## src/inc/brf_pkg.sv

```systemverilog
// Shared constants for the buffer RAM FIFO read port and its host controller.
package brf_pkg;

    ////////////////////////////////////////////////////////////////////////////
    localparam int          WORD_W        = 16;
    localparam int          WORDS_PER_SET = 5;
    localparam int          SET_W         = 80;
    localparam int          SETS          = 8;
    localparam int          PTR_W         = 3;
    localparam int          SEL_W         = 3;
    localparam int          CWA_W         = 8;
    localparam int          CWD_W         = 32;

    localparam logic [2:0]  SEL_I         = 3'h0;
    localparam logic [2:0]  SEL_Q         = 3'h1;
    localparam logic [2:0]  SEL_MAG       = 3'h2;
    localparam logic [2:0]  SEL_PHASE     = 3'h3;
    localparam logic [2:0]  SEL_FREQ      = 3'h4;
    localparam logic [2:0]  SEL_UNUSED    = 3'h5;
    localparam logic [2:0]  SEL_STATUS    = 3'h6;
    localparam logic [2:0]  SEL_ADVANCE   = 3'h7;

    localparam logic [7:0]  CW_ROUTE      = 8'h14;
    localparam logic [7:0]  CW_FIFO       = 8'h15;
    localparam logic [7:0]  CW_PTR_RESET  = 8'h16;
    localparam logic [7:0]  CW_ADVANCE    = 8'h17;

    localparam int          CW20_ROUTE16  = 24;
    localparam int          CW20_PORT_OFF = 25;
    localparam int          CW21_FIFO_EN  = 15;
    localparam int          CW21_THR_LSB  = 12;

    localparam logic [2:0]  WR_PTR_RST    = 3'h0;
    localparam logic [2:0]  RD_PTR_RST    = 3'h7;
    localparam logic [2:0]  DIFF_EMPTY    = 3'h1;
    localparam logic [2:0]  DIFF_FULL     = 3'h7;

    localparam int          ST_DEPTH_LSB  = 5;
    localparam int          ST_EMPTY      = 4;
    localparam int          ST_FULL       = 3;
    localparam int          ST_READY_N    = 2;

    localparam logic [3:0]  INT_PULSE_CYC = 4'h8;
    localparam logic [2:0]  ADV_WAIT_CYC  = 3'h4;
    localparam logic [2:0]  READ_WAIT_CYC = 3'h3;

    localparam int          APB_AW        = 8;
    localparam logic [7:0]  REG_CMD       = 8'h00;
    localparam logic [7:0]  REG_CW_ADDR   = 8'h04;
    localparam logic [7:0]  REG_CW_DATA   = 8'h08;
    localparam logic [7:0]  REG_STATUS    = 8'h0C;
    localparam int          CMD_KIND_BIT  = 8;
    localparam int          STAT_BUSY_BIT = 16;
    localparam int          STAT_INT_BIT  = 17;

    typedef enum logic [2:0] {
        BRF_IDLE   = 3'b000,
        BRF_SETUP  = 3'b001,
        BRF_STROBE = 3'b010,
        BRF_HOLD   = 3'b011,
        BRF_CWRITE = 3'b100
    } brf_host_state_type;

endpackage

```

## src/inc/brf_if.sv

```systemverilog
// Link between the sample buffer read port and the controller that reads it.
`timescale 1ns/1ps
interface brf_if;
    logic [2:0]  sel;
    logic        upper_byte_read_enable_n;
    logic        lower_byte_read_enable_n;
    logic [7:0]  upper_output_byte;
    logic [7:0]  lower_output_byte;
    logic        depth_interrupt_out_n;
    logic        cw_strobe;
    logic [7:0]  cw_addr;
    logic [31:0] cw_data;

    modport device (
        input  sel,
        input  upper_byte_read_enable_n,
        input  lower_byte_read_enable_n,
        output upper_output_byte,
        output lower_output_byte,
        output depth_interrupt_out_n,
        input  cw_strobe,
        input  cw_addr,
        input  cw_data
    );

    modport host (
        output sel,
        output upper_byte_read_enable_n,
        output lower_byte_read_enable_n,
        input  upper_output_byte,
        input  lower_output_byte,
        input  depth_interrupt_out_n,
        output cw_strobe,
        output cw_addr,
        output cw_data
    );
endinterface

```

## src/brf_device.sv

```systemverilog
// Read side of the eight-set sample buffer: pointers, status, interrupt, 16-bit port.
//
// Our own choice: the APB slave port.
`timescale 1ns/1ps
// What this block does
// - Host sets route word bits before port reads.
// - Select code picks word, status or advance.
// - Select seven with lower enable advances.
// - Upper byte on upper bus, lower on lower.
// - Only falling lower enable fetches new data.
// - Status bits seven to five show depth.
// - Status bit four empty, three full.
// - Status bit two active-low threshold ready.
// - Status low bits and lower byte zero.
// - Pointers never equal; advance before first read.
// - Reader waits four cycles after advance.
// - Depth is write minus read, modulo eight.
// - Full stops writes; unread data kept.
// - Empty ignores read pointer advance requests.
// - Reset puts write zero, read seven.
// - Interrupt when depth passes the threshold.
// - Interrupt held low at least eight cycles.
// - Early reader tracks count through status.
// - Host clears route bit for byte interface.
// - Control word 23 write advances read pointer.
// - Control word 22 write resets both pointers.
// - Eight sets of five sixteen-bit words.
// - Word 21 holds mode and threshold.
module brf_device #(
    parameter int SETS = brf_pkg::SETS
) (
    input  wire logic        pclk,
    input  wire logic        presetn,
    brf_if.device            port,
    input  wire logic        sample_valid,
    input  wire logic [15:0] sample_i,
    input  wire logic [15:0] sample_q,
    input  wire logic [15:0] sample_mag,
    input  wire logic [15:0] sample_phase,
    input  wire logic [15:0] sample_freq,
    output logic      [2:0]  fifo_depth_ff,
    output logic             fifo_full_ff,
    output logic             sample_dropped_ff
);
    ////////////////////////////////////////////////////////////////////////////
    logic [2:0]  wr_ptr_ff;
    logic [2:0]  rd_ptr_ff;
    logic        route16_ff;
    logic        port_off_ff;
    logic        fifo_mode_ff;
    logic [2:0]  thr_ff;
    logic        oe_b_prev_ff;
    logic [15:0] word_ff;
    logic [7:0]  upper_ff;
    logic [7:0]  lower_ff;
    logic [3:0]  int_cnt_ff;
    logic        int_n_ff;

    logic [79:0] ram_rd;
    logic [2:0]  diff;
    logic        empty;
    logic        full;
    logic        ready_n;
    logic        port_on;
    logic        oe_b_fall;
    logic        adv_req;
    logic        do_write;
    logic        do_adv;
    logic        ptr_reset;
    logic [2:0]  nxt_wr_ptr;
    logic [2:0]  nxt_rd_ptr;
    logic [2:0]  nxt_diff;
    logic        int_fire;
    logic [3:0]  nxt_int_cnt;
    logic [15:0] status_word;

    // Pick one 16-bit word of a sample set; codes above frequency read as zero.
    function automatic logic [15:0] pick_word(input logic [79:0] row, input logic [2:0] s);
        logic [15:0] w;
        w = '0;
        case (s)
            brf_pkg::SEL_I:     w = row[15:0];
            brf_pkg::SEL_Q:     w = row[31:16];
            brf_pkg::SEL_MAG:   w = row[47:32];
            brf_pkg::SEL_PHASE: w = row[63:48];
            brf_pkg::SEL_FREQ:  w = row[79:64];
            default:            w = '0;
        endcase
        return w;
    endfunction

    ////////////////////////////////////////////////////////////////////////////
    // Sample store, written at the write pointer and read at the read pointer.
    brf_ram #(
        .DEPTH  (SETS),
        .WIDTH  (brf_pkg::SET_W),
        .ADDR_W (brf_pkg::PTR_W)
    ) u_ram (
        .pclk    (pclk),
        .wr_en   (do_write),
        .wr_addr (wr_ptr_ff),
        .wr_data ({sample_freq, sample_phase, sample_mag, sample_q, sample_i}),
        .rd_addr (rd_ptr_ff),
        .rd_data (ram_rd)
    );

    ////////////////////////////////////////////////////////////////////////////
    // The read pointer sits one behind the oldest unread set, so an empty buffer has a
    // difference of one and the two pointers can never meet.
    assign diff      = wr_ptr_ff - rd_ptr_ff;
    assign empty     = (diff == brf_pkg::DIFF_EMPTY);
    assign full      = (diff == brf_pkg::DIFF_FULL);
    assign ready_n   = fifo_mode_ff ? !(diff > thr_ff) : !full;
    assign port_on   = route16_ff && !port_off_ff;
    assign oe_b_fall = oe_b_prev_ff && !port.lower_byte_read_enable_n;
    assign ptr_reset = port.cw_strobe && (port.cw_addr == brf_pkg::CW_PTR_RESET);
    // Besides a pointer reset, only the advance code or the advance control word move the read pointer.
    assign adv_req   = (port_on && oe_b_fall && (port.sel == brf_pkg::SEL_ADVANCE))
                     || (!route16_ff && port.cw_strobe && (port.cw_addr == brf_pkg::CW_ADVANCE));
    assign do_write  = sample_valid && !full;
    assign do_adv    = adv_req && !empty;
    assign nxt_wr_ptr = ptr_reset ? brf_pkg::WR_PTR_RST : (do_write ? wr_ptr_ff + 3'h1 : wr_ptr_ff);
    assign nxt_rd_ptr = ptr_reset ? brf_pkg::RD_PTR_RST : (do_adv ? rd_ptr_ff + 3'h1 : rd_ptr_ff);
    assign nxt_diff  = nxt_wr_ptr - nxt_rd_ptr;
    // Firing on the write edge only means a read that drops the depth and a later write
    // that lifts it again re-arms the interrupt; readers that keep the depth above the threshold avoid this.
    assign int_fire  = fifo_mode_ff && do_write && !ptr_reset
                     && (nxt_diff > thr_ff) && !(diff > thr_ff);
    assign nxt_int_cnt = int_fire ? brf_pkg::INT_PULSE_CYC
                       : ((int_cnt_ff != 4'h0) ? int_cnt_ff - 4'h1 : 4'h0);
    assign status_word = {diff, empty, full, ready_n, 2'b00, 8'h00};

    ////////////////////////////////////////////////////////////////////////////
    always_ff @(posedge pclk or negedge presetn) begin
        if (!presetn) begin
            wr_ptr_ff <= brf_pkg::WR_PTR_RST;
            rd_ptr_ff <= brf_pkg::RD_PTR_RST;
        end else begin
            wr_ptr_ff <= nxt_wr_ptr;
            rd_ptr_ff <= nxt_rd_ptr;
        end
    end

    // Control words arrive whole; only the bits this block uses are kept.
    always_ff @(posedge pclk or negedge presetn) begin
        if (!presetn) begin
            route16_ff   <= 1'b0;
            port_off_ff  <= 1'b0;
            fifo_mode_ff <= 1'b0;
            thr_ff       <= 3'h0;
        end else if (port.cw_strobe) begin
            if (port.cw_addr == brf_pkg::CW_ROUTE) begin
                route16_ff  <= port.cw_data[brf_pkg::CW20_ROUTE16];
                port_off_ff <= port.cw_data[brf_pkg::CW20_PORT_OFF];
            end
            if (port.cw_addr == brf_pkg::CW_FIFO) begin
                fifo_mode_ff <= port.cw_data[brf_pkg::CW21_FIFO_EN];
                thr_ff       <= port.cw_data[brf_pkg::CW21_THR_LSB +: 3];
            end
        end
    end

    ////////////////////////////////////////////////////////////////////////////
    always_ff @(posedge pclk or negedge presetn) begin
        if (!presetn) begin
            oe_b_prev_ff <= 1'b1;
        end else begin
            oe_b_prev_ff <= port.lower_byte_read_enable_n;
        end
    end

    // A word is fetched once per falling lower enable and then held.
    always_ff @(posedge pclk or negedge presetn) begin
        if (!presetn) begin
            word_ff <= '0;
        end else if (port_on && oe_b_fall) begin
            word_ff <= (port.sel == brf_pkg::SEL_STATUS) ? status_word
                     : pick_word(ram_rd, port.sel);
        end
    end

    always_ff @(posedge pclk or negedge presetn) begin
        if (!presetn) begin
            upper_ff <= '0;
            lower_ff <= '0;
        end else if (port_on && !port.upper_byte_read_enable_n && !port.lower_byte_read_enable_n) begin
            upper_ff <= word_ff[15:8];
            lower_ff <= word_ff[7:0];
        end else begin
            upper_ff <= '0;
            lower_ff <= '0;
        end
    end

    always_ff @(posedge pclk or negedge presetn) begin
        if (!presetn) begin
            int_cnt_ff <= 4'h0;
            int_n_ff   <= 1'b1;
        end else begin
            int_cnt_ff <= nxt_int_cnt;
            int_n_ff   <= (nxt_int_cnt == 4'h0);
        end
    end

    always_ff @(posedge pclk or negedge presetn) begin
        if (!presetn) begin
            fifo_depth_ff     <= brf_pkg::WR_PTR_RST - brf_pkg::RD_PTR_RST;
            fifo_full_ff      <= 1'b0;
            sample_dropped_ff <= 1'b0;
        end else begin
            fifo_depth_ff     <= nxt_diff;
            fifo_full_ff      <= (nxt_diff == brf_pkg::DIFF_FULL);
            sample_dropped_ff <= sample_valid && full;
        end
    end

    assign port.upper_output_byte     = upper_ff;
    assign port.lower_output_byte     = lower_ff;
    assign port.depth_interrupt_out_n = int_n_ff;
endmodule

```

## src/brf_ram.sv

```systemverilog
// Sample-set store: one write port and one asynchronous read port.
`timescale 1ns/1ps
module brf_ram #(
    parameter int DEPTH  = brf_pkg::SETS,
    parameter int WIDTH  = brf_pkg::SET_W,
    parameter int ADDR_W = brf_pkg::PTR_W
) (
    input  wire logic              pclk,
    input  wire logic              wr_en,
    input  wire logic [ADDR_W-1:0] wr_addr,
    input  wire logic [WIDTH-1:0]  wr_data,
    input  wire logic [ADDR_W-1:0] rd_addr,
    output logic      [WIDTH-1:0]  rd_data
);
    // No reset on the array: contents are only meaningful once written.
    logic [WIDTH-1:0] mem [DEPTH];

    always_ff @(posedge pclk) begin
        if (wr_en) begin
            mem[wr_addr] <= wr_data;
        end
    end

    assign rd_data = mem[rd_addr];
endmodule
```

## src/flat_wrapper.sv

```systemverilog
// flat-port wrapper written by rule: the top's interface ports become plain ports
module brf_device_flat 
#(
    parameter int SETS = brf_pkg::SETS
)
  (pclk, presetn, sample_valid, sample_i, sample_q, sample_mag, sample_phase, sample_freq, fifo_depth_ff, fifo_full_ff, sample_dropped_ff, port_sel, port_upper_byte_read_enable_n, port_lower_byte_read_enable_n, port_upper_output_byte, port_lower_output_byte, port_depth_interrupt_out_n, port_cw_strobe, port_cw_addr, port_cw_data);
  brf_if port_i ();
  input  wire logic pclk;
  input  wire logic presetn;
  input  wire logic sample_valid;
  input  wire logic [15:0] sample_i;
  input  wire logic [15:0] sample_q;
  input  wire logic [15:0] sample_mag;
  input  wire logic [15:0] sample_phase;
  input  wire logic [15:0] sample_freq;
  output logic      [2:0] fifo_depth_ff;
  output logic fifo_full_ff;
  output logic sample_dropped_ff;
  input wire logic [$bits(port_i.sel)-1:0] port_sel;
  input wire logic [$bits(port_i.upper_byte_read_enable_n)-1:0] port_upper_byte_read_enable_n;
  input wire logic [$bits(port_i.lower_byte_read_enable_n)-1:0] port_lower_byte_read_enable_n;
  output wire logic [$bits(port_i.upper_output_byte)-1:0] port_upper_output_byte;
  output wire logic [$bits(port_i.lower_output_byte)-1:0] port_lower_output_byte;
  output wire logic [$bits(port_i.depth_interrupt_out_n)-1:0] port_depth_interrupt_out_n;
  input wire logic [$bits(port_i.cw_strobe)-1:0] port_cw_strobe;
  input wire logic [$bits(port_i.cw_addr)-1:0] port_cw_addr;
  input wire logic [$bits(port_i.cw_data)-1:0] port_cw_data;
  assign port_i.sel = port_sel;
  assign port_i.upper_byte_read_enable_n = port_upper_byte_read_enable_n;
  assign port_i.lower_byte_read_enable_n = port_lower_byte_read_enable_n;
  assign port_upper_output_byte = port_i.upper_output_byte;
  assign port_lower_output_byte = port_i.lower_output_byte;
  assign port_depth_interrupt_out_n = port_i.depth_interrupt_out_n;
  assign port_i.cw_strobe = port_cw_strobe;
  assign port_i.cw_addr = port_cw_addr;
  assign port_i.cw_data = port_cw_data;
  brf_device #(.SETS(SETS)) u_core (.pclk(pclk), .presetn(presetn), .port(port_i), .sample_valid(sample_valid), .sample_i(sample_i), .sample_q(sample_q), .sample_mag(sample_mag), .sample_phase(sample_phase), .sample_freq(sample_freq), .fifo_depth_ff(fifo_depth_ff), .fifo_full_ff(fifo_full_ff), .sample_dropped_ff(sample_dropped_ff));
endmodule
```

## config.mk

```make
export PLATFORM = sky130hd
export DESIGN_NAME = brf_device_flat
export DESIGN_NICKNAME = d
export VERILOG_FILES = /design/src/inc/brf_pkg.sv /design/src/inc/brf_if.sv /design/src/brf_device.sv /design/src/brf_ram.sv /design/src/flat_wrapper.sv
export SDC_FILE = /design/constraint.sdc
export NUM_CORES = 1
export LEC_CHECK = 0
export BUFFER_PORTS_ARGS = -buffer_cell sky130_fd_sc_hd__buf_2
export CAP_MARGIN = 20
export CORE_MARGIN = 2
export CORE_UTILIZATION = 25
export CTS_CLUSTER_SIZE = 24
export DETAILED_ROUTE_END_ITERATION = 10
export GPL_ROUTABILITY_DRIVEN = 0
export PLACE_DENSITY = 0.48
export SLEW_MARGIN = 30
export SYNTH_ARGS = -nofsm -noshare
export SYNTH_HDL_FRONTEND = slang
export SYNTH_SLANG_ARGS = --single-unit
```

## constraint.sdc

```tcl
create_clock -name pclk -period 10.43 [get_ports pclk]
set_clock_uncertainty 0.1 [all_clocks]
set_input_delay 1.5645 -clock pclk [delete_from_list [all_inputs] [get_ports pclk]]
set_output_delay 1.5645 -clock pclk [all_outputs]
set_load 0.01 [all_outputs]
```

==> metrics.cfg, run 1 <==
[run_status]
status=finished clean

[route]
vias=13180
drt_wl_total_um=70130
drcViolationCount=0
initialDrtViolationCount=927
drt-met1-wl_um=30650
ant_nets=0
first_pass_iters=5
vias_per_cell=4.509
dr_wl_met3_um=4419
top_layer_used=met5
route.met2.wl_um=33420
wl_per_cell_um=23.99

[clocking]
cts_buffers=75
worst_setup_hold_path_clk_slew_ns=0.06
cts_hold_buf=0
cts_resized=0
postCtsSetupBuffers=0
cts_tree=yes
root_buffer=clkbuf_16
clock-sinks=695
clk_latency_ns=0.63
clock_path_buffers=3
htree_levels=3

[critical_path]
cp_max_fo=35
crit_path_end_kind=register
cp.arrival_ns=6.79
crit_path_start_kind=register
crit_type=register to register
r2r_cells=20
crit_required_ns=10.81

[sta]
fin_crit_sh_pct=61.47
setup_viol=0
slew_violations=0
tightest_slew_ns=0.9421
rsz0062_at_grt=no
final_hold_viol_count=0
fin_tns_setup_ns=0
min_period_ns=6.411
whs_ns=0.3707
fmaxAchievable_mhz=156.0
slew_headroom_pct=37.05

[power_and_ir_drop]
p_sw_share_pct=26.53
p_clk_share_pct=34.5
peakVddDrop_mv=0.1182
pwr-share-seq_pct=48.5
p_total_mw=7.465
p_leak_nw=10.27
p_per_area_nw_per_um2=236.1
power.net_switching_mw=1.980
p_int_mw=5.484
p_comb_share_pct=17.0

[flow_run]
drv_cap=0

[yosys]
ys_seq_area_share_pct=76.90
synth.avg_cell_area_um2=20.75
ys.flop_type=edfxtp_1
synth_edf_count=640
synth.cell_area_um2=26790
async_flop_share_pct=7.914
synthCells=1291
synth_nets=1433
ys_types=59
ys_ff_latch=695
ys_warn_count=0

[floorplanning]
rows=120
dieArea_um2=109800
io_pins=151
core-area_um2=106600
fp.dieH_um=331.4
initial_core_util_pct=25.13
die_w_um=331.4

[placed_design]
hpwl_um=42810
portBuffers=124

[layout]
nNetsFinal=1604
area_delta_synth_final_pct=18.03
register_area_um2=20610
layout_common_cells=640 x edfxtp_1, 131 x mux4_2, 124 x buf_2
mostFrequentLayoutCell=edfxtp_1
multi_input_area_um2=5912
drive_above_1_share_pct=28.44
fillerInstances=10470

[global_routing]
grt_max_degree=78
grt_usage_pct=12.68
antenna_found_initial=34
grt_pass1_vias=13790
grt_pass1_wl_um=101100
overflow=0

[worst_hold_path]
hold_path_class=register to register
holdPathStages=2

## cells in the mapped netlist (all sizes together), types with 9 or more instances
master | number | share of area [%]
a21oi | 13 | 0.24
a221oi | 10 | 0.33
a22oi | 52 | 1.5
a31oi | 9 | 0.21
and2 | 23 | 0.54
buf | 38 | 0.78
clkbuf | 24 | 0.34
dfrtp | 49 | 4.6
edfxtp | 640 | 72
ha | 11 | 0.51
inv | 14 | 0.20
mux2i | 77 | 2.9
mux4 | 131 | 11
nand2 | 29 | 0.41
nand3 | 9 | 0.17
nor2 | 30 | 0.42
o21ai | 21 | 0.39
## cell families after synthesis
family                   synth area share [%]
flip-flops                              76.90
multiplexers                            14.18
AO/OA/AOI/OAI                           3.951
AND/OR/NAND/NOR                         2.788
buffers and inverters                   1.322
adder cells (fa/ha/maj)                0.6632
XOR/XNOR                               0.1868
## final timing paths
path	startpoint	slack (ns)	endpoint
worst min register to register	u_core.word_ff[11]	0.37	u_core.word_ff[11]
min in group asynchronous	presetn	0.99	u_core.sample_dropped_ff
worst max-delay path	u_core.rd_ptr_ff[1]	4.02	u_core.int_cnt_ff[2]
max in group asynchronous	presetn	8.75	u_core.word_ff[7]
worst min-delay path	u_core.word_ff[11]	0.37	u_core.word_ff[11]
worst max register to register	u_core.rd_ptr_ff[1]	4.02	u_core.int_cnt_ff[2]
## power by group through the flow
stage	Combinational, mW	Sequential [mW]	Clock [mW]
floorplan	0.862	3.66	0
global placement	1.29	3.66	0
detailed placement	1.31	3.68	0
CTS	1.32	3.63	2.65
global route	1.38	3.65	2.76
finish	1.27	3.62	2.58
## flip-flops by register name, summed over array words and instances (netlist names), 3 cells and up
name,cells
u_core.u_ram.mem,640
u_core.wr_ptr_ff,3
u_core.thr_ff,3
u_core.port.lower_output_byte,8
u_core.word_ff,16
u_core.fifo_depth_ff,3
u_core.rd_ptr_ff,3
u_core.port.upper_output_byte,8
u_core.int_cnt_ff,4
## area by class of cell
cell class,count,area share (%)
Sequential cell,695,65.18
Multi-Input combinational cell,519,18.70
Timing Repair Buffer,156,2.865
Inverter,15,0.1781
Antenna cell,1,0.007914
Tap cell,1403,5.552
Clock inverter,35,1.072
Clock buffer,99,6.450
## worst max-delay path: stages (launching register included)
cell       delay [ns]
dfstp_4          0.99
clkinv_1         0.55
fa_1             0.60
xor2_2           0.21
xor2_2           0.28
inv_2            0.09
nand2b_1         0.20
nand3_1          0.36
a21oi_1          0.29
inv_1            0.07
ha_1             0.20
fa_1             0.41
inv_1            0.09
a21oi_1          0.04
a221oi_1         0.37
xor2_1           0.32
ha_1             0.31
nand3_1          0.10
o2111ai_1        0.11
nor3_1           0.44
a21oi_1          0.11
## metal layers
layer	GRT usage, %	up-vias
li1	-	5706
met1	16.75	6961
met2	20.56	353
met3	3.420	124
met4	3.468	36
met5	0	-
## metrics by stage
stage | utilization [%] | setup WS, ns | cell area [µm²] | instances
final | 29.66 | 4.019 | 31620 | 2923
after global routing | 29.66 | 3.598 | 31620 | 2923
after CTS | 29.66 | 3.999 | 31620 | 2922
after detailed placement | 27.43 | 4.009 | 29240 | 2788
after global placement | 27.40 | 4.082 | 29200 | 2787
after floorplan | - | 1.736 | 26790 | 1291
No activity file was read; power rests on OpenSTA's default activity.
==> run 2, diff against run 1 <==
Clock period 10.43 ns to 6.5 ns, I/O delays scaled along.
==> metrics.cfg, run 2 (synthesis gave the netlist of run 1 again) <==
[run_status]
status=finished clean

[clocking]
worst_setup_hold_path_clk_slew_ns=0.06
cts_tree=yes
clock_path_buffers=3
cts_hold_buf=0
clock-sinks=695
cts_resized=0
cts_buffers=76
postCtsSetupBuffers=0
clk_latency_ns=0.62
root_buffer=clkbuf_16
htree_levels=3

[critical_path]
path_cells=clkinv_1, buf_4, fa_1, xor2_2, xor2_2, inv_2, nand2b_1, nand3_1, a21oi_1, inv_1, ha_1, fa_1, inv_1, a21oi_1, a221oi_1, xor2_1, ha_1, nand3_1, o2111ai_1, nor3_1, a21oi_1
cp_slowest_cell=dfstp_4
reg2reg_setup_slack_ns=0.82
cp.arrival_ns=6.05
cp_max_fo=7
crit_path_end_kind=register
cp_top_family=adder cells
slowest_delay_ns=0.63
r2r_end=u_core.int_cnt_ff[2]
r2r_cells=21
crit_required_ns=6.86
cpMostUsedCell=a21oi_1
worst-path-buf-inv=5
cp.depth=21
r2r_start=u_core.rd_ptr_ff[1]
crit_path_start_kind=register
crit_type=register to register

[worst_hold_path]
hold_path_class=register to register
hold_path_end=u_core.word_ff[4]
min-delay-start=u_core.word_ff[4]
holdPathStages=1

[flow_run]
drv_cap=0

[route]
first_pass_iters=5
ant_nets=0
vias=13150
wl_per_cell_um=23.87
drt_wl_total_um=69780
initialDrtViolationCount=1016
vias_per_cell=4.498
drcViolationCount=0

[sta]
whs_ns=0.3655
setup_viol=0
fmaxAchievable_mhz=175.9
slew_headroom_pct=34.49
rsz0062_at_grt=no
slew_violations=0
min_period_ns=5.684
final_hold_viol_count=0
tightest_slew_ns=0.9826
fin_crit_sh_pct=87.45

[layout]
largest_register=u_core.u_ram.mem
layout_common_cells=640 x edfxtp_1, 131 x mux4_2, 124 x buf_2
nNetsFinal=1608
largest_register_ffs=640
mostFrequentLayoutCell=edfxtp_1
area_delta_synth_final_pct=18.37
drive_above_1_share_pct=28.72
top_regs=u_core.u_ram.mem x640, u_core.word_ff x16

[global_routing]
grt_usage_pct=12.58
overflow=0
antenna_found_initial=35
grt_max_degree=97
grt_pass1_vias=13620
grt_pass1_wl_um=99990

[placed_design]
portBuffers=124
hpwl_um=42300

[floorplanning]
io_pins=151
core-area_um2=106600
die_w_um=331.4
initial_core_util_pct=25.13
dieArea_um2=109800
fp.dieH_um=331.4
rows=120

[power_and_ir_drop]
p_leak_nw=10.32
p_total_mw=12.01
peakVddDrop_mv=0.1992
p_per_area_nw_per_um2=378.7

run 2: cell count changes in the layout (fill, tap and decap cells not counted), sizes merged:
cell      delta
clkbuf      -11
clkinv       +5
buf          +3
inv          +2
bufinv       +1
clkinvlp     -1
diode        +1
run 2: area by class of cell:
type,count,area (µm²)
sequential,695,20610
antenna,2,5.005
clock inverter,42,397.9
inverter,15,56.30
timing repair buffer,159,962.2
multi-input combinational,519,5924
clock buffer,88,1999
fill,10380,74890
tap,1403,1755
run 2: layer usage:
| metal | wire, µm | track usage, % |
|---|---|---|
| met5 | 268 | 0 |
| met2 | 32770 | 20.12 |
| met4 | 1676 | 3.867 |
| met3 | 5756 | 4.233 |
| met1 | 29310 | 16.14 |
run 2: stage by stage:
stage          cell area [µm²]  worst slack [ns]  util [%]  cells  TNS [ns]
2_1_floorplan            26800          -0.05096         -   1291    -19.76
3_3_place_gp             29290            0.9446     27.48   2791         0
3_5_place_dp             29310            0.7984     27.49   2791         0
4_1_cts                  31710            0.7871     29.74   2921         0
5_1_grt                  31710            0.3850     29.74   2921         0
6_report                 31710            0.8160     29.75   2923         0
run 2: worst max path at each step:
| stage | start | end | slack, ns |
|---|---|---|---|
| 2_1_floorplan | u_core.rd_ptr_ff[1] | u_core.u_ram.mem[6][0] | -0.05 |
| 3_3_place_gp | u_core.rd_ptr_ff[1] | u_core.int_cnt_ff[1] | 0.94 |
| 3_5_place_dp | u_core.rd_ptr_ff[1] | u_core.int_cnt_ff[1] | 0.80 |
| 4_1_cts | u_core.rd_ptr_ff[1] | u_core.int_cnt_ff[1] | 0.79 |
| 5_1_grt | u_core.rd_ptr_ff[1] | u_core.int_cnt_ff[1] | 0.38 |
| 6_report | u_core.rd_ptr_ff[1] | u_core.int_cnt_ff[2] | 0.82 |
run 2: worst reg2reg max path: stages (launching register included):
cell	delay (ns)
dfstp_4	0.63
clkinv_1	0.06
buf_4	0.18
fa_1	0.44
xor2_2	0.22
xor2_2	0.28
inv_2	0.09
nand2b_1	0.19
nand3_1	0.40
a21oi_1	0.29
inv_1	0.07
ha_1	0.20
fa_1	0.42
inv_1	0.08
a21oi_1	0.04
a221oi_1	0.35
xor2_1	0.30
ha_1	0.31
nand3_1	0.09
o2111ai_1	0.11
nor3_1	0.59
a21oi_1	0.11
run 2: power by group:
| group | internal, mW | switching [mW] |
|---|---|---|
| combinational | 0.806 | 1.29 |
| clock | 2.44 | 1.72 |
| sequential | 5.59 | 0.157 |
